--- src/uosc_pkg.sv ---
// Constants and types shared by the session and FIFO sizing logic.
// Assumes a 32-bit AHB-Lite slave with an 8-bit register window.
package uosc_pkg;

	// Register byte offsets inside the slave window.
	localparam logic [7:0] OFF_DEVICE_CONTROL_REG = 8'h00;
	localparam logic [7:0] OFF_EPINDEX = 8'h04;
	localparam logic [7:0] OFF_TXSIZE = 8'h08;
	localparam logic [7:0] OFF_RXSIZE = 8'h0C;
	localparam logic [7:0] OFF_TXBYTES = 8'h10;
	localparam logic [7:0] OFF_RXBYTES = 8'h14;

	// Field positions of the device control register.
	localparam int BIT_SESSION = 0;
	localparam int BIT_HNPREQ = 1;
	localparam int BIT_HOST = 2;
	localparam int BIT_VBUS_LO = 3;
	localparam int BIT_VBUS_HI = 4;
	localparam int BIT_BROLE = 7;

	// Field positions of the endpoint FIFO size registers.
	localparam int BIT_DPB = 4;
	localparam int SZ_HI = 3;

	// Bus voltage level codes.
	localparam logic [1:0] VBUS_BELOW_END = 2'h0;
	localparam logic [1:0] VBUS_ABOVE_END = 2'h1;
	localparam logic [1:0] VBUS_ABOVE_AVALID = 2'h2;
	localparam logic [1:0] VBUS_ABOVE_VALID = 2'h3;

	// Endpoint range and the fixed control endpoint allocation.
	localparam logic [3:0] EP_FIRST = 4'h1;
	localparam logic [3:0] EP_LAST = 4'h4;
	localparam logic [3:0] EP_CONTROL = 4'h0;
	localparam logic [4:0] EP0_SIZE = 5'h03;
	localparam logic [4:0] SIZE_EXP_BASE = 5'h03;
	localparam logic [19:0] BYTES_ONE = 20'h00001;

	// Pin indices of the synchronised inputs.
	localparam int PIN_SESS_END = 0;
	localparam int PIN_AVALID = 1;
	localparam int PIN_VBUSVALID = 2;
	localparam int PIN_ID = 3;
	localparam int PIN_SUSPEND = 4;
	localparam int PIN_HNP_DONE = 5;
	localparam int PIN_COUNT = 6;

	// Bus encodings.
	localparam logic [1:0] HTRANS_NONSEQ = 2'h2;
	localparam logic HRESP_OKAY = 1'b0;

	typedef enum logic [2:0] {
		BUS_IDLE, BUS_WRITE, BUS_RWAIT, BUS_RLOAD, BUS_RDONE
	} uosc_bus_state_type;

	typedef enum logic [2:0] {
		SS_IDLE, SS_A_SESSION, SS_SRP, SS_B_SESSION, SS_B_HNP, SS_B_HOST
	} uosc_sess_state_type;

endpackage

--- src/uosc_mem_if.sv ---
// Interface between the register logic and the endpoint size store.
// Assumes both ends run on the same clock.
`timescale 1ns/10ps
`default_nettype none
interface uosc_mem_if #(
	parameter int ADDR_W = 2,
	parameter int DATA_W = 5
);
	logic wrEn;
	logic wrRx;
	logic [ADDR_W-1:0] wrAddr;
	logic [DATA_W-1:0] wrData;
	logic [ADDR_W-1:0] rdAddr;
	logic [DATA_W-1:0] txRdData;
	logic [DATA_W-1:0] rxRdData;

	modport ctrl (output wrEn, wrRx, wrAddr, wrData, rdAddr,
		input txRdData, rxRdData);
	modport mem (input wrEn, wrRx, wrAddr, wrData, rdAddr,
		output txRdData, rxRdData);
endinterface
`default_nettype wire

--- src/uosc_session_fifo_cfg.sv ---
// OTG session and role control with per-endpoint FIFO size settings.
// Assumes one AHB-Lite master, clk_sys at 100 MHz, and raw OTG status
// pins from the transceiver that need synchronising.
//
// Function
// - Bus voltage field reads 1, 2 or 3 for the three rising thresholds.
// - Bus voltage field sits in bits 4-3; 0 means below session end.
// - Bit 7 reads 0 for A device, 1 for B device.
// - Bit 2 is set while the controller acts as host.
// - B device with bit 1 set negotiates host on suspend, clears when done.
// - As B device, the controller sets and clears the session bit itself.
// - Software setting session starts session request; bus above session end completes it.
// - Clearing session while suspended performs a software disconnect.
// - Only endpoints 1 to 4 have configurable FIFO sizes.
// - Control endpoint has a fixed 64-byte FIFO at address 0.
// - Bit 4 of a size register selects double packet buffering.
// - Size is two to m+3 bytes single, m+4 bytes double buffered.
// - Encoded size is the largest packet accepted before bulk splitting.
//
// The AHB-Lite register port and the placing of the registers are this design's own decisions.
`timescale 1ns/10ps
`default_nettype none
module uosc_session_fifo_cfg #(
	parameter int EP_COUNT = 4
) (
	// Clock and reset.
	input wire logic clk_sys,
	input wire logic rst,
	// AHB-Lite slave.
	input wire logic hsel,
	input wire logic [31:0] haddr,
	input wire logic [1:0] htrans,
	input wire logic hwrite,
	input wire logic [2:0] hsize,
	input wire logic [31:0] hwdata,
	input wire logic hready,
	output logic [31:0] hrdata,
	output logic hreadyout,
	output logic hresp,
	// Transceiver status pins.
	input wire logic vbusAboveSessEnd,
	input wire logic vbusAboveAValid,
	input wire logic vbusAboveValid,
	input wire logic idPin,
	input wire logic linkSuspend,
	input wire logic hnpDone,
	// Session controls towards the transceiver.
	output logic driveVbus,
	output logic srpStart,
	output logic hnpStart,
	output logic softDisconnect,
	output logic hostRole
);
	logic [uosc_pkg::PIN_COUNT-1:0] pinRaw;
	logic [uosc_pkg::PIN_COUNT-1:0] syncFirst;
	logic [uosc_pkg::PIN_COUNT-1:0] pinSync;
	uosc_pkg::uosc_bus_state_type busState, next_busState;
	uosc_pkg::uosc_sess_state_type sessState, next_sessState;
	logic [7:0] busAddr, next_busAddr;
	logic [31:0] next_hrdata, rdMux;
	logic [3:0] epIndex, next_epIndex;
	logic [1:0] vbusCode, next_vbusCode;
	logic hnpReq, next_hnpReq;
	logic suspendPrev, next_suspendPrev;
	logic next_srpStart, next_softDisconnect;
	logic accept, wrDevctl, wSess, epValid, bRole, suspendRise, sessionBit;
	logic [4:0] txSize, rxSize;
	logic [7:0] device_control_reg;

	uosc_mem_if #(.ADDR_W(2), .DATA_W(5)) memBus();

	uosc_size_mem #(.DEPTH(EP_COUNT), .DATA_W(5)) u_mem (
		.clk_sys(clk_sys),
		.rst(rst),
		.store(memBus.mem)
	);

	// Size in bytes of one endpoint FIFO from its double-buffer and code.
	function automatic logic [19:0] sizeBytes(input logic [4:0] v);
		logic [4:0] expo;
		expo = {1'b0, v[uosc_pkg::SZ_HI:0]} + uosc_pkg::SIZE_EXP_BASE
			+ {4'h0, v[uosc_pkg::BIT_DPB]};
		return uosc_pkg::BYTES_ONE << expo;
	endfunction

	// Status pins pass two flip-flops before any logic looks at them.
	assign pinRaw = {hnpDone, linkSuspend, idPin, vbusAboveValid,
		vbusAboveAValid, vbusAboveSessEnd};
	for (genvar p = 0; p < uosc_pkg::PIN_COUNT; p++) begin : g_sync
		always_ff @(posedge clk_sys or posedge rst) begin
			if (rst) begin
				syncFirst[p] <= 1'b0;
				pinSync[p] <= 1'b0;
			end else begin
				syncFirst[p] <= pinRaw[p];
				pinSync[p] <= syncFirst[p];
			end
		end
	end

	// Decoded views of the synchronised pins and the bus.
	assign bRole = pinSync[uosc_pkg::PIN_ID];
	assign suspendRise = pinSync[uosc_pkg::PIN_SUSPEND] && !suspendPrev;
	assign accept = hsel && hready && htrans == uosc_pkg::HTRANS_NONSEQ;
	assign wrDevctl = busState == uosc_pkg::BUS_WRITE
		&& busAddr == uosc_pkg::OFF_DEVICE_CONTROL_REG;
	assign wSess = hwdata[uosc_pkg::BIT_SESSION];
	assign sessionBit = sessState != uosc_pkg::SS_IDLE;
	assign epValid = epIndex >= uosc_pkg::EP_FIRST
		&& epIndex <= uosc_pkg::EP_LAST;

	// Size store access uses the current endpoint index.
	assign memBus.rdAddr = 2'(epIndex - uosc_pkg::EP_FIRST);
	assign memBus.wrAddr = 2'(epIndex - uosc_pkg::EP_FIRST);
	assign memBus.wrData = hwdata[uosc_pkg::BIT_DPB:0];
	assign memBus.wrRx = busAddr == uosc_pkg::OFF_RXSIZE;
	assign memBus.wrEn = busState == uosc_pkg::BUS_WRITE && epValid
		&& (busAddr == uosc_pkg::OFF_TXSIZE
		|| busAddr == uosc_pkg::OFF_RXSIZE);

	// Endpoint 0 reads its fixed setting, unsupported endpoints read zero.
	assign txSize = epValid ? memBus.txRdData
		: (epIndex == uosc_pkg::EP_CONTROL ? uosc_pkg::EP0_SIZE : 5'h00);
	assign rxSize = epValid ? memBus.rxRdData
		: (epIndex == uosc_pkg::EP_CONTROL ? uosc_pkg::EP0_SIZE : 5'h00);

	// Device control image: role, voltage, host role, request and session.
	always_comb begin
		device_control_reg = 8'h00;
		device_control_reg[uosc_pkg::BIT_BROLE] = bRole;
		device_control_reg[uosc_pkg::BIT_VBUS_HI:uosc_pkg::BIT_VBUS_LO] = vbusCode;
		device_control_reg[uosc_pkg::BIT_HOST] = hostRole;
		device_control_reg[uosc_pkg::BIT_HNPREQ] = hnpReq;
		device_control_reg[uosc_pkg::BIT_SESSION] = sessionBit;
	end

	// Read data selection; unmapped offsets read zero.
	always_comb begin
		rdMux = 32'h0000_0000;
		if (busAddr == uosc_pkg::OFF_DEVICE_CONTROL_REG) begin
			rdMux = {24'h00_0000, device_control_reg};
		end else if (busAddr == uosc_pkg::OFF_EPINDEX) begin
			rdMux = {28'h000_0000, epIndex};
		end else if (busAddr == uosc_pkg::OFF_TXSIZE) begin
			rdMux = {27'h000_0000, txSize};
		end else if (busAddr == uosc_pkg::OFF_RXSIZE) begin
			rdMux = {27'h000_0000, rxSize};
		end else if (busAddr == uosc_pkg::OFF_TXBYTES) begin
			rdMux = {12'h000, sizeBytes(txSize)};
		end else if (busAddr == uosc_pkg::OFF_RXBYTES) begin
			rdMux = {12'h000, sizeBytes(rxSize)};
		end
	end

	// Bus sequencing: writes take no wait, reads two wait states.
	always_comb begin
		next_busState = uosc_pkg::BUS_IDLE;
		next_busAddr = busAddr;
		next_hrdata = hrdata;
		next_epIndex = epIndex;
		if (accept) begin
			next_busAddr = haddr[7:0];
			next_busState = hwrite ? uosc_pkg::BUS_WRITE : uosc_pkg::BUS_RWAIT;
		end else if (busState == uosc_pkg::BUS_RWAIT) begin
			next_busState = uosc_pkg::BUS_RLOAD;
		end else if (busState == uosc_pkg::BUS_RLOAD) begin
			next_busState = uosc_pkg::BUS_RDONE;
		end
		if (busState == uosc_pkg::BUS_RLOAD) begin
			next_hrdata = rdMux;
		end
		if (busState == uosc_pkg::BUS_WRITE
			&& busAddr == uosc_pkg::OFF_EPINDEX) begin
			next_epIndex = hwdata[3:0];
		end
	end

	always_ff @(posedge clk_sys or posedge rst) begin
		if (rst) begin
			busState <= uosc_pkg::BUS_IDLE;
			busAddr <= 8'h00;
			hrdata <= 32'h0000_0000;
			epIndex <= 4'h0;
		end else begin
			busState <= next_busState;
			busAddr <= next_busAddr;
			hrdata <= next_hrdata;
			epIndex <= next_epIndex;
		end
	end

	assign hreadyout = busState != uosc_pkg::BUS_RWAIT
		&& busState != uosc_pkg::BUS_RLOAD;
	assign hresp = uosc_pkg::HRESP_OKAY;

	// Session and role sequencing.
	always_comb begin
		next_sessState = sessState;
		next_hnpReq = hnpReq;
		next_srpStart = 1'b0;
		next_softDisconnect = softDisconnect;
		next_suspendPrev = pinSync[uosc_pkg::PIN_SUSPEND];
		if (pinSync[uosc_pkg::PIN_VBUSVALID]) begin
			next_vbusCode = uosc_pkg::VBUS_ABOVE_VALID;
		end else if (pinSync[uosc_pkg::PIN_AVALID]) begin
			next_vbusCode = uosc_pkg::VBUS_ABOVE_AVALID;
		end else if (pinSync[uosc_pkg::PIN_SESS_END]) begin
			next_vbusCode = uosc_pkg::VBUS_ABOVE_END;
		end else begin
			next_vbusCode = uosc_pkg::VBUS_BELOW_END;
		end
		case (sessState)
			uosc_pkg::SS_IDLE: begin
				if (!bRole && wrDevctl && wSess) begin
					next_sessState = uosc_pkg::SS_A_SESSION;
					next_softDisconnect = 1'b0;
				end else if (bRole && vbusCode != uosc_pkg::VBUS_BELOW_END) begin
					next_sessState = uosc_pkg::SS_B_SESSION;
					next_softDisconnect = 1'b0;
				end else if (bRole && wrDevctl && wSess) begin
					next_sessState = uosc_pkg::SS_SRP;
					next_srpStart = 1'b1;
				end
			end
			uosc_pkg::SS_A_SESSION: begin
				if (bRole) begin
					next_sessState = uosc_pkg::SS_IDLE;
				end else if (wrDevctl && !wSess) begin
					next_sessState = uosc_pkg::SS_IDLE;
					next_softDisconnect = pinSync[uosc_pkg::PIN_SUSPEND];
				end
			end
			uosc_pkg::SS_SRP: begin
				if (vbusCode != uosc_pkg::VBUS_BELOW_END) begin
					next_sessState = uosc_pkg::SS_B_SESSION;
					next_softDisconnect = 1'b0;
				end else if (!bRole || (wrDevctl && !wSess)) begin
					next_sessState = uosc_pkg::SS_IDLE;
				end
			end
			uosc_pkg::SS_B_SESSION, uosc_pkg::SS_B_HOST: begin
				if (!bRole || vbusCode == uosc_pkg::VBUS_BELOW_END) begin
					next_sessState = uosc_pkg::SS_IDLE;
				end else if (wrDevctl && !wSess
					&& pinSync[uosc_pkg::PIN_SUSPEND]) begin
					next_sessState = uosc_pkg::SS_IDLE;
					next_softDisconnect = 1'b1;
				end else if (sessState == uosc_pkg::SS_B_SESSION
					&& hnpReq && suspendRise) begin
					next_sessState = uosc_pkg::SS_B_HNP;
				end
			end
			uosc_pkg::SS_B_HNP: begin
				if (!bRole || vbusCode == uosc_pkg::VBUS_BELOW_END) begin
					next_sessState = uosc_pkg::SS_IDLE;
				end else if (pinSync[uosc_pkg::PIN_HNP_DONE]) begin
					next_sessState = uosc_pkg::SS_B_HOST;
					next_hnpReq = 1'b0;
				end
			end
			default: begin
				next_sessState = uosc_pkg::SS_IDLE;
			end
		endcase
		// A software write of the request bit counts only for a B device.
		if (wrDevctl && bRole) begin
			next_hnpReq = hwdata[uosc_pkg::BIT_HNPREQ];
		end
	end

	always_ff @(posedge clk_sys or posedge rst) begin
		if (rst) begin
			sessState <= uosc_pkg::SS_IDLE;
			hnpReq <= 1'b0;
			srpStart <= 1'b0;
			softDisconnect <= 1'b0;
			suspendPrev <= 1'b0;
			vbusCode <= uosc_pkg::VBUS_BELOW_END;
		end else begin
			sessState <= next_sessState;
			hnpReq <= next_hnpReq;
			srpStart <= next_srpStart;
			softDisconnect <= next_softDisconnect;
			suspendPrev <= next_suspendPrev;
			vbusCode <= next_vbusCode;
		end
	end

	// Role outputs follow the session state.
	assign hostRole = sessState == uosc_pkg::SS_A_SESSION
		|| sessState == uosc_pkg::SS_B_HOST;
	assign driveVbus = sessState == uosc_pkg::SS_A_SESSION;
	assign hnpStart = sessState == uosc_pkg::SS_B_HNP;
endmodule
`default_nettype wire

--- src/uosc_size_mem.sv ---
// Small store of transmit and receive size settings, one entry each
// per configurable endpoint. Read data come out of registers.
// Assumes clk_sys and an asynchronous active-high reset.
`timescale 1ns/10ps
`default_nettype none
module uosc_size_mem #(
	parameter int DEPTH = 4,
	parameter int DATA_W = 5
) (
	// Clock and reset.
	input wire logic clk_sys,
	input wire logic rst,
	// Access port.
	uosc_mem_if.mem store
);
	logic [DATA_W-1:0] txStore [DEPTH];
	logic [DATA_W-1:0] rxStore [DEPTH];
	logic [DATA_W-1:0] next_txStore [DEPTH];
	logic [DATA_W-1:0] next_rxStore [DEPTH];
	logic [DATA_W-1:0] txRd;
	logic [DATA_W-1:0] rxRd;
	logic [DATA_W-1:0] next_txRd;
	logic [DATA_W-1:0] next_rxRd;

	// Each entry takes a write when its address and direction match.
	for (genvar i = 0; i < DEPTH; i++) begin : g_entry
		always_comb begin
			next_txStore[i] = txStore[i];
			next_rxStore[i] = rxStore[i];
			if (store.wrEn && store.wrAddr == i) begin
				if (store.wrRx) begin
					next_rxStore[i] = store.wrData;
				end else begin
					next_txStore[i] = store.wrData;
				end
			end
		end

		always_ff @(posedge clk_sys or posedge rst) begin
			if (rst) begin
				txStore[i] <= '0;
				rxStore[i] <= '0;
			end else begin
				txStore[i] <= next_txStore[i];
				rxStore[i] <= next_rxStore[i];
			end
		end
	end

	// The selected entries are registered every cycle.
	always_comb begin
		next_txRd = txStore[store.rdAddr];
		next_rxRd = rxStore[store.rdAddr];
	end

	always_ff @(posedge clk_sys or posedge rst) begin
		if (rst) begin
			txRd <= '0;
			rxRd <= '0;
		end else begin
			txRd <= next_txRd;
			rxRd <= next_rxRd;
		end
	end

	assign store.txRdData = txRd;
	assign store.rxRdData = rxRd;
endmodule
`default_nettype wire
--- config.mk ---
export PLATFORM = sky130hd
export DESIGN_NAME = uosc_session_fifo_cfg
export DESIGN_NICKNAME = d
export VERILOG_FILES = /design/src/uosc_pkg.sv /design/src/uosc_mem_if.sv /design/src/uosc_session_fifo_cfg.sv /design/src/uosc_size_mem.sv
export SDC_FILE = /design/constraint.sdc
export NUM_CORES = 1
export LEC_CHECK = 0
export ABC_AREA = 1
export BUFFER_PORTS_ARGS = -buffer_cell sky130_fd_sc_hd__buf_4
export CAP_MARGIN = 0
export CORE_AREA = 2 2 138 140
export DETAILED_ROUTE_END_ITERATION = 10
export DIE_AREA = 0 0 140 142
export GPL_TIMING_DRIVEN = 0
export PLACE_DENSITY_LB_ADDON = 0.12
export SETUP_SLACK_MARGIN = 0.3
export SYNTH_ARGS = -nofsm -noshare
export SYNTH_HDL_FRONTEND = slang
export SYNTH_SLANG_ARGS = --single-unit
--- constraint.sdc ---
create_clock -name clk_sys -period 9.3 [get_ports clk_sys]
set_clock_uncertainty 0.2 [all_clocks]
set_input_delay 0.93 -clock clk_sys [delete_from_list [all_inputs] [get_ports clk_sys]]
set_output_delay 0.93 -clock clk_sys [all_outputs]
set_load 0.005 [all_outputs]
==> results.ini <==
[grt]
grt_start_max_net_pins = 69
grt_pass1_vias = 4497
grt-ovfl-total = 0
grt_first_pass_wirelength_mm = 23.88
track_usage_pct = 15.41
antenna_found_initial = 0

[yosys]
synth-seq-area-share_pct = 49.12
synthArstFlopShare_pct = 100.0
synth.cell_area_sq_mm = 0.005400
ys_seq_elements = 106
syn_inst = 668
ys.warnings.count = 0
ys_types = 42
avgSynthCellArea_sq_um = 8.084
synth_edf_count = 0
synthFlopType = dfrtp_1

[die]
dieArea_sq_mm = 0.01988
die_w_um = 140
core_sq_mm = 0.01846
pin_count = 119
row_count = 50
dieHeight_um = 142
floorplan.initialDensity_pct = 29.26

[place]
dp_cells = 966
pre_cts_ws_ps = 5170
io_buffers = 51
gp_congestion = 0.8307
dp_hpwl_mm = 10.76

[critical_path]
cp_common_cell = nand2_1
cp.arrival_ps = 4170
cp_cell_sequence = inv_1 > clkbuf_1 > ha_1 > inv_2 > a21oi_4 > nand2_4 > o21ai_0 > inv_1 > ha_1 > ha_1 > inv_1 > nand2_1 > nand2_2 > clkinv_2 > nand3_1 > nor2_1 > nand2_1 > nand3_1 > nand2_1 > nand2_1 > nand3_1 > nand2_1
cp_slowest_cell = clkbuf_1
start_kind = flip-flop
critPathCaptureType = flip-flop
cp_num_buf_inv = 6
crit_type = flip-flop to flip-flop
cp_top_family = buffers and inverters
worstPathMaxFanout = 12
required_ps = 9340
cp_slowest_stage_delay_ps = 540

[sta]
hold_ws_ps = 149.0
fin_crit_ps = 4122
rsz0062_at_grt = false
final.period_utilization_pct = 44.32
setup_ws_ps = 5178
setup_viol = 0
slew_headroom_pct = 39.37
hold_viol_final = 0
setup_tns_ps = 0
tightest_slew_ps = 902.5
fmax_ghz = 0.2426
slew_violations = 0

[clock_tree]
clk-insertion-delay-late_ps = 350
numCtsBuffers = 9
clock-sinks = 106
cts_tree = done
cts_resized = 0
cts_setup_buffers = 0
htreeDepth = 3
clkTransAtPathRegs_ps = 70
cts_root_buf = clkbuf_16
cts_buffer_depth = 2
hold_buffers = 0

[power_and_ir_drop]
p_leak_nw = 3.074
p_clk_share_pct = 30.7
p_switching_mw = 0.4169
power_switching_share_pct = 33.40
comb_power_share_pct = 24.0
power_mw = 1.248
p_int_mw = 0.8313
power_density_mw_per_mm2 = 193.9
peakVddDrop_uv = 85.68
power_frac_seq_pct = 45.3

[route]
drc_errors = 1
drtIter0Drc = 255
via_per_inst = 4.673
first_pass_iters = 10
finalWirelength_mm = 14.50
routed-via-count = 4589
drtAntennaViolNets = 0
wl_per_cell_um = 14.76

[run]
cap_violations = 0

[finish]
areaGrowthSynthToFinish_pct = 19.23
nets = 833
n_antenna_cell = 0
drive_above_1_share_pct = 15.37
layout_commonest_cell = nand2_1
mostFrequentLayoutCells = nand2_1, dfrtp_1, nor2_1
stdcell_count = 982

[min_path]
min_path_type = flip-flop to flip-flop

[status]
outcome = finished with violations
violations = DRC

Yosys cell counts (3+ instances only):
master	count	area share, %
nand4_1	10	1.2
dfrtp_1	106	49
o21ai_1	42	3.9
o22ai_1	10	1.2
clkbuf_1	12	0.83
nor2_2	6	0.70
buf_4	13	1.8
nor3_1	6	0.56
nand2_2	4	0.46
o211ai_1	4	0.56
a21oi_1	18	1.7
a31oi_1	3	0.35
nand2_1	165	11
nor2_1	66	4.6
nand3_1	36	3.3
inv_2	4	0.28
o31ai_1	6	0.83
inv_1	63	4.4
o21ai_0	51	4.7
ha_1	10	2.3
nand3_2	9	1.7
state kept, by name, summed over array words and instances (netlist names), 3 cells and up:
signal / flops
epIndex: 4
u_mem.store.rxRdData: 5
u_mem.txStore: 20
u_mem.store.txRdData: 5
hrdata: 20
syncFirst: 6
busState: 3
u_mem.rxStore: 20
sessState: 3
pinSync: 4
busAddr: 8
area by class of cell:
class / count / area (sq um)
Buffer: 26 / 153.9
Clock buffer: 12 / 236.5
Clock inverter: 4 / 51.30
Fill cell: 1944 / 12020
Inverter: 70 / 267.8
Multi-Input combinational cell: 478 / 2374
Sequential cell: 106 / 2653
Tap cell: 234 / 292.8
Timing Repair Buffer: 52 / 410.4
kinds of logic (layout without fill, tap and decap cells):
family / Yosys count / after routing / share of synthesized area, %
other cells: 1 / 13 / 0.06944
fa+ha+maj: 10 / 10 / 2.317
simple gates: 310 / 310 / 25.32
compound gates: 145 / 145 / 15.41
flops: 106 / 106 / 49.12
buf+inv: 96 / 164 / 7.762
worst reg2reg max path, cell delays in order, from the launching register on:
cell and delay (ps):
dfrtp_1 490, inv_1 120, clkbuf_1 540, ha_1 440, inv_2 80, a21oi_4 250
nand2_4 120, o21ai_0 270, inv_1 80, ha_1 230, ha_1 200, inv_1 70
nand2_1 60, nand2_2 120, clkinv_2 90, nand3_1 100, nor2_1 70, nand2_1 90
nand3_1 80, nand2_1 100, nand2_1 60, nand3_1 80, nand2_1 60
metal layers:
metal	track usage (%)	share of wire (%)	up-vias
li1	-	-	2328
met1	20.10	47	2143
met2	25.90	48	104
met3	2.894	3.8	14
met4	5.316	1.7	0
met5	0	0	-
power by group through the flow:
stage / Sequential [mW] / Combinational (mW) / Clock, mW
6_report: 0.565 / 0.299 / 0.384
3_5_place_dp: 0.574 / 0.302 / 0
3_3_place_gp: 0.575 / 0.297 / 0
4_1_cts: 0.565 / 0.302 / 0.398
2_1_floorplan: 0.560 / 0.196 / 0
5_1_grt: 0.573 / 0.343 / 0.419
final timing paths:
| kind | from | to | slack [ps] | cells past startpoint |
|---|---|---|---|---|
| max | epIndex[0]$_DFFE_PP0P_ | hrdata[3]$_DFFE_PP0N_ | 5180 | 22 |
| min | syncFirst[0]$_DFF_PP0_ | pinSync[0]$_DFF_PP0_ | 150 | 0 |
| max reg2reg | epIndex[0]$_DFFE_PP0P_ | hrdata[3]$_DFFE_PP0N_ | 5180 | 22 |
| min reg2reg | syncFirst[0]$_DFF_PP0_ | pinSync[0]$_DFF_PP0_ | 150 | 0 |
| max in group asynchronous | rst | syncFirst[3]$_DFF_PP0_ | 7770 | 3 |
| min in group asynchronous | rst | busAddr[1]$_DFFE_PP0P_ | 420 | 2 |
per-stage QoR:
stage | utilization, % | cell area (sq um)
2_1_floorplan | - | 5445
3_3_place_gp | 33.17 | 6121
3_5_place_dp | 33.33 | 6151
4_1_cts | 34.89 | 6439
5_1_grt | 34.89 | 6439
6_report | 34.89 | 6439
(Power assumes the default switching activity.)
